**src/verilog/option_shadow_pkg.sv**
```systemverilog
package option_shadow_pkg;

  ////////////////////////////////////////////////////////////////////////////
  // register file addresses of the shadow registers
  localparam logic [11:0] OPTION_BYTE_ZERO_SHADOW_ADDR = 12'hd0e;
  localparam logic [11:0] OPTION_BYTE_ONE_SHADOW_ADDR = 12'hd0f;
  localparam logic [11:0] PROT_STATUS_ADDR = 12'hd10;

  ////////////////////////////////////////////////////////////////////////////
  // information block addresses of the option bytes
  localparam logic [7:0] INFO_ADDR_OPTION_BYTE_ZERO = 8'hfe;
  localparam logic [7:0] INFO_ADDR_OPTION_BYTE_ONE = 8'hff;

  ////////////////////////////////////////////////////////////////////////////
  // field positions
  localparam int WDT_POS        = 7;
  localparam int P4_PU_POS      = 6;
  localparam int P3_PU_POS      = 5;
  localparam int P2_PU_POS      = 4;
  localparam int P1H_PU_POS     = 3;
  localparam int P1L_PU_POS     = 2;
  localparam int P0H_PU_POS     = 1;
  localparam int P0L_PU_POS     = 0;
  localparam int STACK_POS      = 3;
  localparam int DIV_POS        = 2;
  localparam int LOWER_PROT_POS = 1;
  localparam int MAIN_PROT_POS  = 0;
  localparam int SRR_LOAD_POS   = 5;
  localparam int SRR_DIV_POS    = 0;

  ////////////////////////////////////////////////////////////////////////////
  // reset values and masks
  localparam logic [7:0] OPTION_BYTE_ZERO_RESET         = 8'hff;
  localparam logic [1:0] OPTION_BYTE_ONE_CFG_RESET     = 2'b11;
  localparam logic [1:0] PROT_RESET         = 2'b11;
  localparam logic [1:0] PROT_UNLOCKED      = 2'b11;
  localparam logic [7:0] READ_ZERO          = 8'h00;

  ////////////////////////////////////////////////////////////////////////////
  // fetch sequencer states
  typedef enum logic [1:0] {
    FETCH_IDLE,
    FETCH_BYTE0,
    FETCH_BYTE1
  } fetch_state_e;

endpackage : option_shadow_pkg

```
**src/verilog/option_fetch_seq.sv**
```systemverilog
`timescale 1ns/100ps
module option_fetch_seq
  import option_shadow_pkg::*;
(
  // clock and reset
  input  logic       clk,
  input  logic       rst_n,
  // start of a reload
  input  logic       start,
  // information block read port
  output logic       info_rd_en,
  output logic [7:0] info_rd_addr,
  input  logic       info_rd_valid,
  // status to the shadow file
  output logic       busy,
  output logic       load0,
  output logic       load1
);

  fetch_state_e state;

  ////////////////////////////////////////////////////////////////////////////
  // power-on reset enters the fetch directly, so no load is ever skipped
  always_ff @(posedge clk or negedge rst_n) begin
    if (!rst_n) begin
      state <= FETCH_BYTE0;
    end else begin
      case (state)
        FETCH_IDLE: begin
          if (start) begin
            state <= FETCH_BYTE0;
          end
        end
        FETCH_BYTE0: begin
          if (info_rd_valid) begin
            state <= FETCH_BYTE1;
          end
        end
        FETCH_BYTE1: begin
          if (info_rd_valid) begin
            state <= FETCH_IDLE;
          end
        end
        default: begin
          state <= FETCH_IDLE;
        end
      endcase
    end
  end

  // address register follows the state one step ahead
  always_ff @(posedge clk or negedge rst_n) begin
    if (!rst_n) begin
      info_rd_addr <= INFO_ADDR_OPTION_BYTE_ZERO;
    end else if (state == FETCH_BYTE0 && info_rd_valid) begin
      info_rd_addr <= INFO_ADDR_OPTION_BYTE_ONE;
    end else if (state == FETCH_IDLE) begin
      info_rd_addr <= INFO_ADDR_OPTION_BYTE_ZERO;
    end
  end

  // handshake terms
  assign busy       = (state != FETCH_IDLE);
  assign info_rd_en = busy;
  assign load0      = (state == FETCH_BYTE0) && info_rd_valid;
  assign load1      = (state == FETCH_BYTE1) && info_rd_valid;

endmodule : option_fetch_seq

```
**src/verilog/protect_latch.sv**
```systemverilog
`timescale 1ns/100ps
module protect_latch
  import option_shadow_pkg::*;
(
  // clock and reset
  input  logic       clk,
  input  logic       rst_n,
  // capture at power-on load
  input  logic       capture,
  input  logic [1:0] capture_bits,
  // completed main-memory mass erase
  input  logic       mass_erase_done,
  // protection state, 0 means protected
  output logic [1:0] prot_bits
);

  ////////////////////////////////////////////////////////////////////////////
  // no software path reaches these flops; erase wins over a same-cycle capture
  always_ff @(posedge clk or negedge rst_n) begin
    if (!rst_n) begin
      prot_bits <= PROT_RESET;
    end else if (mass_erase_done) begin
      prot_bits <= PROT_UNLOCKED;
    end else if (capture) begin
      prot_bits <= capture_bits;
    end
  end

endmodule : protect_latch

```
**src/verilog/flash_option_shadow_loader.sv**
```systemverilog
`timescale 1ns/100ps
// Overview of operation
// - every option bit has a shadow flop; features read shadows, not flash
// - flash option changes take effect only after a reloading reset
// - power-on reset loads shadows; stop recovery loads only with recovery bit 5 set
// - shadows needing a value are preset at reset start until loaded
// - option byte 0 fetched from address FEh, byte 1 from FFh
// - cpu reads/writes all shadows except byte 1 bits 1:0, which are read-only
// - shadow outputs are meaningless until loaded; consumers must wait
// - byte 0 bit 7 one means instruction-started watchdog, zero always on
// - byte 0 bits 6:0 are active-low pull-up enables per port group
// - option byte 1 page is modified only through the in-circuit port
// - power-on reset captures byte 1 bits 1:0 into readable protection flops
// - software never writes protection flops; only capture or mass erase
// - byte 1 bit 3 zero selects sixteen-bit stack pointer
// - byte 1 bit 2 with recovery bit 0 picks undivided crystal clock
// - byte 1 bit 1 zero protects lower half of main memory
// - an option bit protects all main memory from external interfaces
// - bit 0 zero blocks main access and page 3 changes; mass erase clears it
// - clock divide shadow resets to one; bits 7:4 read zero, ignore writes
module flash_option_shadow_loader
  import option_shadow_pkg::*;
(
  // clock and power-on reset
  input  logic        clk,
  input  logic        rst_n,
  // stop-mode recovery reset
  input  logic        stop_recovery_reset,
  input  logic [7:0]  stop_recovery_register,
  // information block read port
  output logic        info_rd_en,
  output logic [7:0]  info_rd_addr,
  input  logic        info_rd_valid,
  input  logic [7:0]  info_rd_data,
  // cpu register file port
  input  logic [11:0] reg_addr,
  input  logic        reg_wr_en,
  input  logic        reg_rd_en,
  input  logic [7:0]  reg_wdata,
  output logic [7:0]  reg_rdata,
  // flash programming access check
  input  logic        mass_erase_done,
  input  logic        prog_req,
  input  logic        prog_via_icp,
  input  logic        prog_main,
  input  logic        prog_lower_half,
  input  logic        prog_page3_modify,
  output logic        prog_grant,
  // reset and configuration outputs
  output logic        internal_reset_n,
  output logic        watchdog_policy_bit,
  output logic        port4_pullup_enable_n,
  output logic        port3_pullup_enable_n,
  output logic        port2_pullup_enable_n,
  output logic        port1_high_pullup_enable_n,
  output logic        port1_low_pullup_enable_n,
  output logic        port0_high_pullup_enable_n,
  output logic        port0_low_pullup_enable_n,
  output logic        wide_stack_select,
  output logic        clock_undivided_select,
  output logic        lower_half_protect,
  output logic        main_memory_protect
);

  ////////////////////////////////////////////////////////////////////////////
  // declarations
  logic [7:0] option_byte_zero;
  logic [1:0] option_byte_one_cfg;
  logic [1:0] prot_bits;
  logic       busy;
  logic       load0;
  logic       load1;
  logic       smr_load;
  logic       por_load;
  logic       wr_option_byte_zero;
  logic       wr_option_byte_one;

  // address decode shared by write and read paths
  function automatic logic hit(input logic [11:0] a, input logic [11:0] target);
    hit = (a == target);
  endfunction : hit

  assign wr_option_byte_zero  = reg_wr_en && hit(reg_addr, OPTION_BYTE_ZERO_SHADOW_ADDR);
  assign wr_option_byte_one  = reg_wr_en && hit(reg_addr, OPTION_BYTE_ONE_SHADOW_ADDR);
  assign smr_load = stop_recovery_reset && stop_recovery_register[SRR_LOAD_POS] && !busy;

  ////////////////////////////////////////////////////////////////////////////
  // fetch sequencer: two reads from the top of the information block
  option_fetch_seq u_fetch (
    .clk           (clk),
    .rst_n         (rst_n),
    .start         (smr_load),
    .info_rd_en    (info_rd_en),
    .info_rd_addr  (info_rd_addr),
    .info_rd_valid (info_rd_valid),
    .busy          (busy),
    .load0         (load0),
    .load1         (load1)
  );

  // remembers that the running load belongs to power-on reset
  always_ff @(posedge clk or negedge rst_n) begin
    if (!rst_n) begin
      por_load <= 1'b1;
    end else if (load1) begin
      por_load <= 1'b0;
    end
  end

  ////////////////////////////////////////////////////////////////////////////
  // protection flops, captured only by the power-on load
  protect_latch u_prot (
    .clk             (clk),
    .rst_n           (rst_n),
    .capture         (load1 && por_load),
    .capture_bits    (info_rd_data[LOWER_PROT_POS:MAIN_PROT_POS]),
    .mass_erase_done (mass_erase_done),
    .prot_bits       (prot_bits)
  );

  ////////////////////////////////////////////////////////////////////////////
  // option byte 0 shadow; reset value matches an erased byte
  always_ff @(posedge clk or negedge rst_n) begin
    if (!rst_n) begin
      option_byte_zero <= OPTION_BYTE_ZERO_RESET;
    end else if (load0) begin
      option_byte_zero <= info_rd_data;
    end else if (wr_option_byte_zero) begin
      option_byte_zero <= reg_wdata;
    end
  end

  // option byte 1 writable bits; divide bit preset at reset start
  always_ff @(posedge clk or negedge rst_n) begin
    if (!rst_n) begin
      option_byte_one_cfg <= OPTION_BYTE_ONE_CFG_RESET;
    end else if (smr_load) begin
      option_byte_one_cfg[DIV_POS - STACK_POS + 1] <= 1'b1;
    end else if (load1) begin
      option_byte_one_cfg <= info_rd_data[STACK_POS:DIV_POS];
    end else if (wr_option_byte_one) begin
      option_byte_one_cfg <= reg_wdata[STACK_POS:DIV_POS];
    end
  end

  ////////////////////////////////////////////////////////////////////////////
  // internal reset held while the loader runs, so nobody sees stale shadows
  always_ff @(posedge clk or negedge rst_n) begin
    if (!rst_n) begin
      internal_reset_n <= 1'b0;
    end else begin
      internal_reset_n <= !busy && !smr_load;
    end
  end

  ////////////////////////////////////////////////////////////////////////////
  // register read port; reserved bits read zero, bits 1:0 show protection
  always_ff @(posedge clk or negedge rst_n) begin
    if (!rst_n) begin
      reg_rdata <= READ_ZERO;
    end else if (reg_rd_en) begin
      if (hit(reg_addr, OPTION_BYTE_ZERO_SHADOW_ADDR)) begin
        reg_rdata <= option_byte_zero;
      end else if (hit(reg_addr, OPTION_BYTE_ONE_SHADOW_ADDR)) begin
        reg_rdata <= {4'h0, option_byte_one_cfg, prot_bits};
      end else if (hit(reg_addr, PROT_STATUS_ADDR)) begin
        reg_rdata <= {6'h00, prot_bits};
      end else begin
        reg_rdata <= READ_ZERO;
      end
    end
  end

  ////////////////////////////////////////////////////////////////////////////
  // feature outputs straight from the shadows, never from flash
  assign watchdog_policy_bit        = option_byte_zero[WDT_POS];
  assign port4_pullup_enable_n      = option_byte_zero[P4_PU_POS];
  assign port3_pullup_enable_n      = option_byte_zero[P3_PU_POS];
  assign port2_pullup_enable_n      = option_byte_zero[P2_PU_POS];
  assign port1_high_pullup_enable_n = option_byte_zero[P1H_PU_POS];
  assign port1_low_pullup_enable_n  = option_byte_zero[P1L_PU_POS];
  assign port0_high_pullup_enable_n = option_byte_zero[P0H_PU_POS];
  assign port0_low_pullup_enable_n  = option_byte_zero[P0L_PU_POS];

  // byte 1 features; index 1 of cfg is bit 3, index 0 is bit 2
  assign wide_stack_select      = !option_byte_one_cfg[1];
  assign clock_undivided_select = !option_byte_one_cfg[0] &&
                                  !stop_recovery_register[SRR_DIV_POS];
  assign lower_half_protect     = !prot_bits[LOWER_PROT_POS];
  assign main_memory_protect    = !prot_bits[MAIN_PROT_POS];

  ////////////////////////////////////////////////////////////////////////////
  // programming access filter; only the in-circuit port may touch page 3
  assign prog_grant = prog_req
                   && !(prog_page3_modify && !prog_via_icp)
                   && !((prog_main || prog_page3_modify) && main_memory_protect)
                   && !(prog_main && prog_lower_half && lower_half_protect);
endmodule : flash_option_shadow_loader

```
**config.mk**
```make
export PLATFORM = sky130hd
export DESIGN_NAME = flash_option_shadow_loader
export DESIGN_NICKNAME = d
export VERILOG_FILES = /design/src/verilog/option_shadow_pkg.sv /design/src/verilog/option_fetch_seq.sv /design/src/verilog/protect_latch.sv /design/src/verilog/flash_option_shadow_loader.sv
export SDC_FILE = /design/constraint.sdc
export NUM_CORES = 1
export LEC_CHECK = 0
export BUFFER_PORTS_ARGS = -buffer_cell sky130_fd_sc_hd__clkbuf_2
export CAP_MARGIN = 20
export CORE_ASPECT_RATIO = 2
export CORE_MARGIN = 3
export CORE_UTILIZATION = 37
export DETAILED_ROUTE_END_ITERATION = 7
export PLACE_DENSITY = 0.77
export SLEW_MARGIN = 20
export SYNTH_ARGS = -nofsm -noshare
export SYNTH_HDL_FRONTEND = slang
export SYNTH_SLANG_ARGS = --single-unit
```
**constraint.sdc**
```tcl
create_clock -name clk -period 1.71 [get_ports clk]
set_input_delay 0.0855 -clock clk [delete_from_list [all_inputs] [get_ports clk]]
set_output_delay 0.0855 -clock clk [all_outputs]
set_load 0.005 [all_outputs]
```
==> tab_implementation.tex, run 1 <==
\begin{tabular}{lr}
\hline
Metric & Value \\
\hline
\multicolumn{2}{l}{\textbf{Critical path}} \\
\quad Crit path max-delay cell type & sky130\_fd\_sc\_hd\_\_dfstp\_2 \\
\quad Delay contributed by the slowest stage of the critical path & 560 ps \\
\quad Start point of the critical path & u\_fetch.state[0] \\
\quad Element type at the critical path start & flip-flop \\
\quad Startpoint of the worst register-to-register path & u\_fetch.state[0] \\
\quad Worst Path Max Fanout & 9 \\
\quad Setup Crit Path Kind & reg -> reg \\
\quad Critical Path, Cell by Cell & nand3b\_1 > buf\_12 > mux2\_2 > mux2\_4 \\
\quad Endpoint required time on the critical path & 1900 ps \\
\quad Arrival @ worst endpoint & 1720 ps \\
\quad Kind of end point of the critical path & flip-flop \\
\multicolumn{2}{l}{\textbf{CTS}} \\
\quad Number of buffers created by CTS & 3 \\
\quad Number of buffers between clock root and the deepest sink & 2 \\
\quad Clock transition at the registers of the reported paths & 80 ps \\
\quad Buffer type at the clock tree root & sky130\_fd\_sc\_hd\_\_clkbuf\_8 \\
\quad TritonCTS sink count & 25 \\
\quad Insertion delay to the later sink of the worst-skew pair & 250 ps \\
\quad Clock H-tree levels & 1 \\
\quad TritonCTS clock tree & done \\
\multicolumn{2}{l}{\textbf{Min path}} \\
\quad Startpoint of the tightest hold check path & stop\_recovery\_register[5] \\
\quad Hold Path Class & in -> reg \\
\multicolumn{2}{l}{\textbf{Placed design}} \\
\quad Sum of net half-perimeters after detailed placement & 2.64 mm \\
\quad Worst slack at placement & -11.3 ps \\
\quad Input/output buffers & 65 \\
\quad Final weighted congestion in routability-driven placement & 0.762 \\
\multicolumn{2}{l}{\textbf{Timing}} \\
\quad Final hold violation count & 0 \\
\quad Post-Route Hold Slack & 23.2 ps \\
\quad Maximum achievable frequency & 0.654 GHz \\
\quad Final critical-path share of the clock period & 0.894 \\
\quad Post-route minimum period & 1530 ps \\
\quad Number of pins exceeding their max-slew limit in the final report & 0 \\
\quad Final Skew & 2.02 ps \\
\quad Post-route setup slack & 180 ps \\
\quad Transition at the pin with the smallest max-transition slack & 587 ps \\
\quad Remaining max-slew budget at the tightest pin & 0.609 \\
\quad Final count of negative-setup-slack endpoints & 0 \\
\quad Setup repair after global routing missed its margin & false \\
\quad Total negative setup slack & 0 ps \\
\multicolumn{2}{l}{\textbf{Global route}} \\
\quad Antenna violations before repair & 0 \\
\quad Number of global-route vias before repair & 1212 \\
\quad GRT Total Usage & 0.151 \\
\quad Pin count of the biggest net entering global routing & 26 \\
\quad Remaining Overflow, GRT & 0 \\
\quad Global-route wire length before repair & 5.42 mm \\
\multicolumn{2}{l}{\textbf{Job}} \\
\quad Max Cap Violations & 0 \\
\multicolumn{2}{l}{\textbf{Yosys}} \\
\quad Summed instance area of the synthesized netlist & 0.00137 mm² \\
\quad Count of distinct cell types in the synthesized netlist & 33 \\
\quad Number of instances in the synthesized netlist & 123 \\
\quad Mean Syn Cell Area & 11.1 µm² \\
\quad Syn. warnings & 0 \\
\quad Portion of the post-synthesis area used by sequential elements & 0.470 \\
\quad Most instantiated flip-flop cell in the synthesis netlist & sky130\_fd\_sc\_hd\_\_dfstp\_2 \\
\quad Synthesis-stage register bit count & 25 \\
\quad Async set-or-reset flop fraction in the synthesized netlist & 1.00 \\
\quad Number of flops mapped to enable cells by yosys & 0 \\
\multicolumn{2}{l}{\textbf{Cells and area}} \\
\quad Area growth from synthesis to layout & 33.0\% \\
\quad Total Nets Final & 244 \\
\quad Most common cell after layout, fill and taps aside & sky130\_fd\_sc\_hd\_\_clkbuf\_2 \\
\quad Commonest non-fill, non-tap cells in the layout & 65 x sky130\_fd\_sc\_hd\_\_clkbuf\_2, 14 x sky130\_fd\_sc\_hd\_\_o21ai\_0, 14 x sky130\_fd\_sc\_hd\_\_dfstp\_2 \\
\quad Layout cells sized above 1 & 0.554 \\
\quad Diodes inserted & 0 \\
\multicolumn{2}{l}{\textbf{Status}} \\
\quad Status & completed \\
\multicolumn{2}{l}{\textbf{Power and ir drop}} \\
\quad Worst vdd ir & 0.698 mV \\
\quad Power per unit of standard cell area & 992 mW/mm² \\
\quad Static Leakage & 0.917 nW \\
\multicolumn{2}{l}{\textbf{Floorplan}} \\
\quad Chip Height & 92.0 µm \\
\quad Placeable core region & 0.00345 mm² \\
\quad Die width & 49.0 µm \\
\quad Initial standard-cell utilization of the core & 0.396 \\
\quad I/O pin cnt & 79 \\
\quad Die area & 0.00451 mm² \\
\quad Cell Rows & 30 \\
\multicolumn{2}{l}{\textbf{Detailed routing}} \\
\quad Vias per cell & 4.74 \\
\quad Number of search-and-repair iterations in the first detailed-routing pass & 4 \\
\quad Vias & 1153 \\
\quad First DRT Iteration DRCs & 7 \\
\quad DRT antenna net count & 0 \\
\quad Residual DRC & 0 \\
\quad Average wire length per cell after detail routing & 13.0 µm \\
\quad Total detailed-routing wirelength & 3.17 mm \\
\hline
\end{tabular}
-- power breakdown --
group	switching (W)	leakage [nW]	internal, W
sequential	0.000113	0.297	0.000815
clock	0.000166	0.0228	0.000166
combinational	0.000215	0.597	0.000330
-- Yosys cell counts, types with 3 or more instances --
| library cell | instances | area share |
|---|---|---|
| sky130_fd_sc_hd__dfstp_2 | 14 | 0.27 |
| sky130_fd_sc_hd__o21ai_0 | 14 | 0.051 |
| sky130_fd_sc_hd__inv_1 | 12 | 0.033 |
| sky130_fd_sc_hd__dfrtp_1 | 11 | 0.20 |
| sky130_fd_sc_hd__mux2_2 | 8 | 0.066 |
| sky130_fd_sc_hd__mux2_4 | 8 | 0.088 |
| sky130_fd_sc_hd__buf_4 | 7 | 0.038 |
| sky130_fd_sc_hd__a21oi_1 | 5 | 0.018 |
| sky130_fd_sc_hd__nand2_1 | 5 | 0.014 |
| sky130_fd_sc_hd__nor2_1 | 5 | 0.014 |
| sky130_fd_sc_hd__mux2i_1 | 3 | 0.022 |
| sky130_fd_sc_hd__nand2b_1 | 3 | 0.014 |
| sky130_fd_sc_hd__nor2b_1 | 3 | 0.014 |
-- layer usage --
layer,track usage,part of all wire,up-vias
li1,-,-,562
met4,0.0356,0.0063,0
met2,0.295,0.59,32
met3,0.0130,0.040,2
met5,0,0,-
met1,0.168,0.36,557
-- metrics by stage --
step / area [µm²] / total power [W] / utilization / cells
floorplan: 1390 / 0.00122 / - / 129
global placement: 1760 / 0.00147 / 0.511 / 238
detailed placement: 1760 / 0.00149 / 0.511 / 238
CTS: 1820 / 0.00182 / 0.527 / 243
global route: 1820 / 0.00192 / 0.527 / 243
finish: 1820 / 0.00180 / 0.527 / 243
-- cells by family (layout without fill, tap and decap cells) --
family	count (synthesis)	in the layout	synth area share
compound gates	27	27	0.118
mux	19	19	0.176
buf+inv	21	87	0.0778
flops	25	25	0.470
simple gates	30	30	0.156
other cells	1	7	0.00274
-- final cells by class --
| class | count | area [µm²] |
|---|---|---|
| flip-flops and latches | 25 | 643 |
| clock buffers | 4 | 45.0 |
| multi-input cells | 83 | 641 |
| inverters | 12 | 45.0 |
| well taps | 48 | 60.1 |
| repair buffers | 71 | 385 |
| fillers | 359 | 1630 |
-- critical path: cells and delay by family (launching register included) --
kind          cells  cell delay [ps]
flops             1              560
simple gates      1              160
buf+inv           1              200
mux               2              530
-- timing repair --
item | 4_1_cts | 5_1_grt
gates resized for setup | 0 | 0
buffers inserted | 0 | 0
hold buffers | 1 | 0
endpoints found under the hold margin | 11 | 0
endpoints found under the setup margin | 0 | 0
-- final timing paths --
| path | end | slack (ps) | depth (start not counted) |
|---|---|---|---|
| worst max-delay path | option_byte_zero[2] | 180 | 4 |
| worst min-delay path | internal_reset_n | 20 | 2 |
| worst max register to register | option_byte_zero[2] | 180 | 4 |
| worst min register to register | u_fetch.info_rd_addr[0] | 490 | 1 |
| max in group asynchronous | reg_rdata[0] | 970 | 2 |
| min in group asynchronous | reg_rdata[2] | 360 | 2 |
-- registers in the layout (all words and copies together) (netlist names) --
name / flops
option_byte_one_cfg: 2
reg_rdata: 8
por_load: 1
u_fetch.info_rd_addr: 1
u_prot.prot_bits: 2
u_fetch.state: 2
internal_reset_n: 1
option_byte_zero: 8
No activity file was read; power rests on OpenSTA's default activity.
==> run 2: changes to the inputs <==
- RECOVER_POWER: unset -> 25
==> tab_implementation.tex, run 2 (synthesis gave the netlist of run 1 again) <==
\begin{tabular}{lr}
\hline
Metric & Value \\
\hline
\multicolumn{2}{l}{\textbf{Cells and area}} \\
\quad Count of non-filler cells in the finished layout & 243 \\
\quad Most common cell after layout, fill and taps aside & sky130\_fd\_sc\_hd\_\_clkbuf\_2 \\
\quad Total Nets Final & 244 \\
\quad Area growth from synthesis to layout & 32.9\% \\
\quad Commonest non-fill, non-tap cells in the layout & 64 x sky130\_fd\_sc\_hd\_\_clkbuf\_2, 14 x sky130\_fd\_sc\_hd\_\_o21ai\_0, 14 x sky130\_fd\_sc\_hd\_\_dfstp\_2 \\
\quad Diodes inserted & 0 \\
\quad Final Instance Area & 0.00182 mm² \\
\quad Layout cells sized above 1 & 0.549 \\
\quad Registers with the most flip-flops & option\_byte\_zero x8, reg\_rdata x8 \\
\multicolumn{2}{l}{\textbf{Placed design}} \\
\quad Input/output buffers & 65 \\
\quad Sum of net half-perimeters after detailed placement & 2.64 mm \\
\quad Final weighted congestion in routability-driven placement & 0.762 \\
\quad DP Cell Count & 238 \\
\quad Placement Cell Area & 0.00176 mm² \\
\multicolumn{2}{l}{\textbf{Min path}} \\
\quad Hold Path Class & in -> reg \\
\quad Startpoint of the tightest hold check path & stop\_recovery\_register[5] \\
\quad Worst min-delay path endpoint & internal\_reset\_n \\
\quad Instance count along the most critical hold path & 2 \\
\multicolumn{2}{l}{\textbf{Global route}} \\
\quad Antenna violations before repair & 0 \\
\quad Global-route wire length before repair & 5.42 mm \\
\quad GRT Total Usage & 0.151 \\
\quad Number of global-route vias before repair & 1212 \\
\quad Remaining Overflow, GRT & 0 \\
\quad Pin count of the biggest net entering global routing & 26 \\
\multicolumn{2}{l}{\textbf{Critical path}} \\
\quad Critical Path, Cell by Cell & nand3b\_1 > buf\_12 > mux2\_2 > mux2\_4 \\
\quad Arrival @ worst endpoint & 1720 ps \\
\quad Element type at the critical path start & flip-flop \\
\quad Endpoint required time on the critical path & 1900 ps \\
\quad Kind of end point of the critical path & flip-flop \\
\quad Setup Crit Path Kind & reg -> reg \\
\quad Crit path max-delay cell type & sky130\_fd\_sc\_hd\_\_dfstp\_2 \\
\quad Endpoint of the lowest-slack register-to-register path & option\_byte\_zero[2] \\
\quad Startpoint of the worst register-to-register path & u\_fetch.state[0] \\
\quad Delay contributed by the slowest stage of the critical path & 560 ps \\
\quad Worst Path Max Fanout & 9 \\
\quad Internal reg-to-reg setup slack & 180 ps \\
\quad Number of cells on the worst reg-to-reg path & 4 \\
\multicolumn{2}{l}{\textbf{Detailed routing}} \\
\quad Average wire length per cell after detail routing & 13.0 µm \\
\quad Residual DRC & 0 \\
\quad Vias & 1153 \\
\quad DRT antenna net count & 0 \\
\quad First DRT Iteration DRCs & 7 \\
\quad Number of search-and-repair iterations in the first detailed-routing pass & 4 \\
\quad Total detailed-routing wirelength & 3.17 mm \\
\quad Vias per cell & 4.74 \\
\multicolumn{2}{l}{\textbf{Timing}} \\
\quad Number of pins exceeding their max-slew limit in the final report & 0 \\
\quad Total negative setup slack & 0 ps \\
\quad Post-Route Hold Slack & 23.2 ps \\
\quad Final count of negative-setup-slack endpoints & 0 \\
\quad Final hold violation count & 0 \\
\quad Maximum achievable frequency & 0.654 GHz \\
\quad Setup repair after global routing missed its margin & false \\
\quad Final Skew & 2.02 ps \\
\quad Post-route minimum period & 1530 ps \\
\quad Remaining max-slew budget at the tightest pin & 0.157 \\
\quad Transition at the pin with the smallest max-transition slack & 1270 ps \\
\quad Final critical-path share of the clock period & 0.894 \\
\multicolumn{2}{l}{\textbf{Power and ir drop}} \\
\quad Static Leakage & 0.914 nW \\
\quad Power per unit of standard cell area & 993 mW/mm² \\
\quad Worst vdd ir & 0.698 mV \\
\quad Power after layout & 0.00180 W \\
\multicolumn{2}{l}{\textbf{CTS}} \\
\quad Clock H-tree levels & 1 \\
\quad Clock transition at the registers of the reported paths & 80 ps \\
\quad TritonCTS clock tree & done \\
\quad Hold buffer count at CTS & 1 \\
\quad Post-CTS Setup Repair Bufs & 0 \\
\quad Count of instances resized after the clock tree is built & 0 \\
\quad Buffer type at the clock tree root & sky130\_fd\_sc\_hd\_\_clkbuf\_8 \\
\quad Insertion delay to the later sink of the worst-skew pair & 250 ps \\
\quad TritonCTS sink count & 25 \\
\quad Number of buffers created by CTS & 3 \\
\quad Number of buffers between clock root and the deepest sink & 2 \\
\multicolumn{2}{l}{\textbf{Status}} \\
\quad Status & completed \\
\multicolumn{2}{l}{\textbf{Floorplan}} \\
\quad Chip Height & 92.0 µm \\
\quad Cell Rows & 30 \\
\quad I/O pin cnt & 79 \\
\quad Placeable core region & 0.00345 mm² \\
\quad Initial standard-cell utilization of the core & 0.396 \\
\quad Die area & 0.00451 mm² \\
\quad Die width & 49.0 µm \\
\multicolumn{2}{l}{\textbf{Job}} \\
\quad Max Cap Violations & 0 \\
\hline
\end{tabular}
[run 2: changes by cell type in the layout (fill, tap and decap cells not counted)]
cell                       previous run  this run
sky130_fd_sc_hd__clkbuf_1             1         2
sky130_fd_sc_hd__clkbuf_2            65        64
[run 2: critical path: cells and delay by family (launching register included)]
family        cells  cell delay (ps)
mux               2              530
flops             1              560
simple gates      1              160
buf+inv           1              200
[run 2: through the flow]
step | utilization | worst slack, ps
floorplan | - | 137
global placement | 0.511 | 5.98
detailed placement | 0.511 | -11.3
CTS | 0.527 | 171
global route | 0.526 | 87.8
finish | 0.526 | 180
[run 2: routing by layer]
metal	vias to the layer above	wire [µm]	track usage
met5	-	0	0
li1	562	-	-
met2	32	1880	0.295
met1	557	1140	0.168
met4	0	20	0.0356
met3	2	126	0.0130
[run 2: how the worst max path moves through the flow]
stage | from | to | slack (ps) | cells after the start
2_1_floorplan | reg_addr[5] | option_byte_zero[0] | 140 | 4
3_3_place_gp | reg_addr[5] | option_byte_zero[0] | 6 | 5
3_5_place_dp | reg_addr[5] | option_byte_zero[0] | -10 | 5
4_1_cts | u_fetch.state[0] | option_byte_zero[2] | 170 | 4
5_1_grt | rst_n | internal_reset_n | 90 | 2
6_report | u_fetch.state[0] | option_byte_zero[2] | 180 | 4
[run 2: cell type report]
| class | count | area (µm²) |
|---|---|---|
| Timing Repair Buffer | 71 | 384 |
| Sequential cell | 25 | 643 |
| Multi-Input combinational cell | 83 | 641 |
| Fill cell | 359 | 1640 |
| Tap cell | 48 | 60.1 |
| Clock buffer | 4 | 45.0 |
| Inverter | 12 | 45.0 |
[run 2: power by group]
part	switching [W]	internal, W	total, W
logic	0.000215	0.000330	0.000545
clock network	0.000166	0.000166	0.000331
registers	0.000114	0.000815	0.000928
total	0.000494	0.00131	0.00180
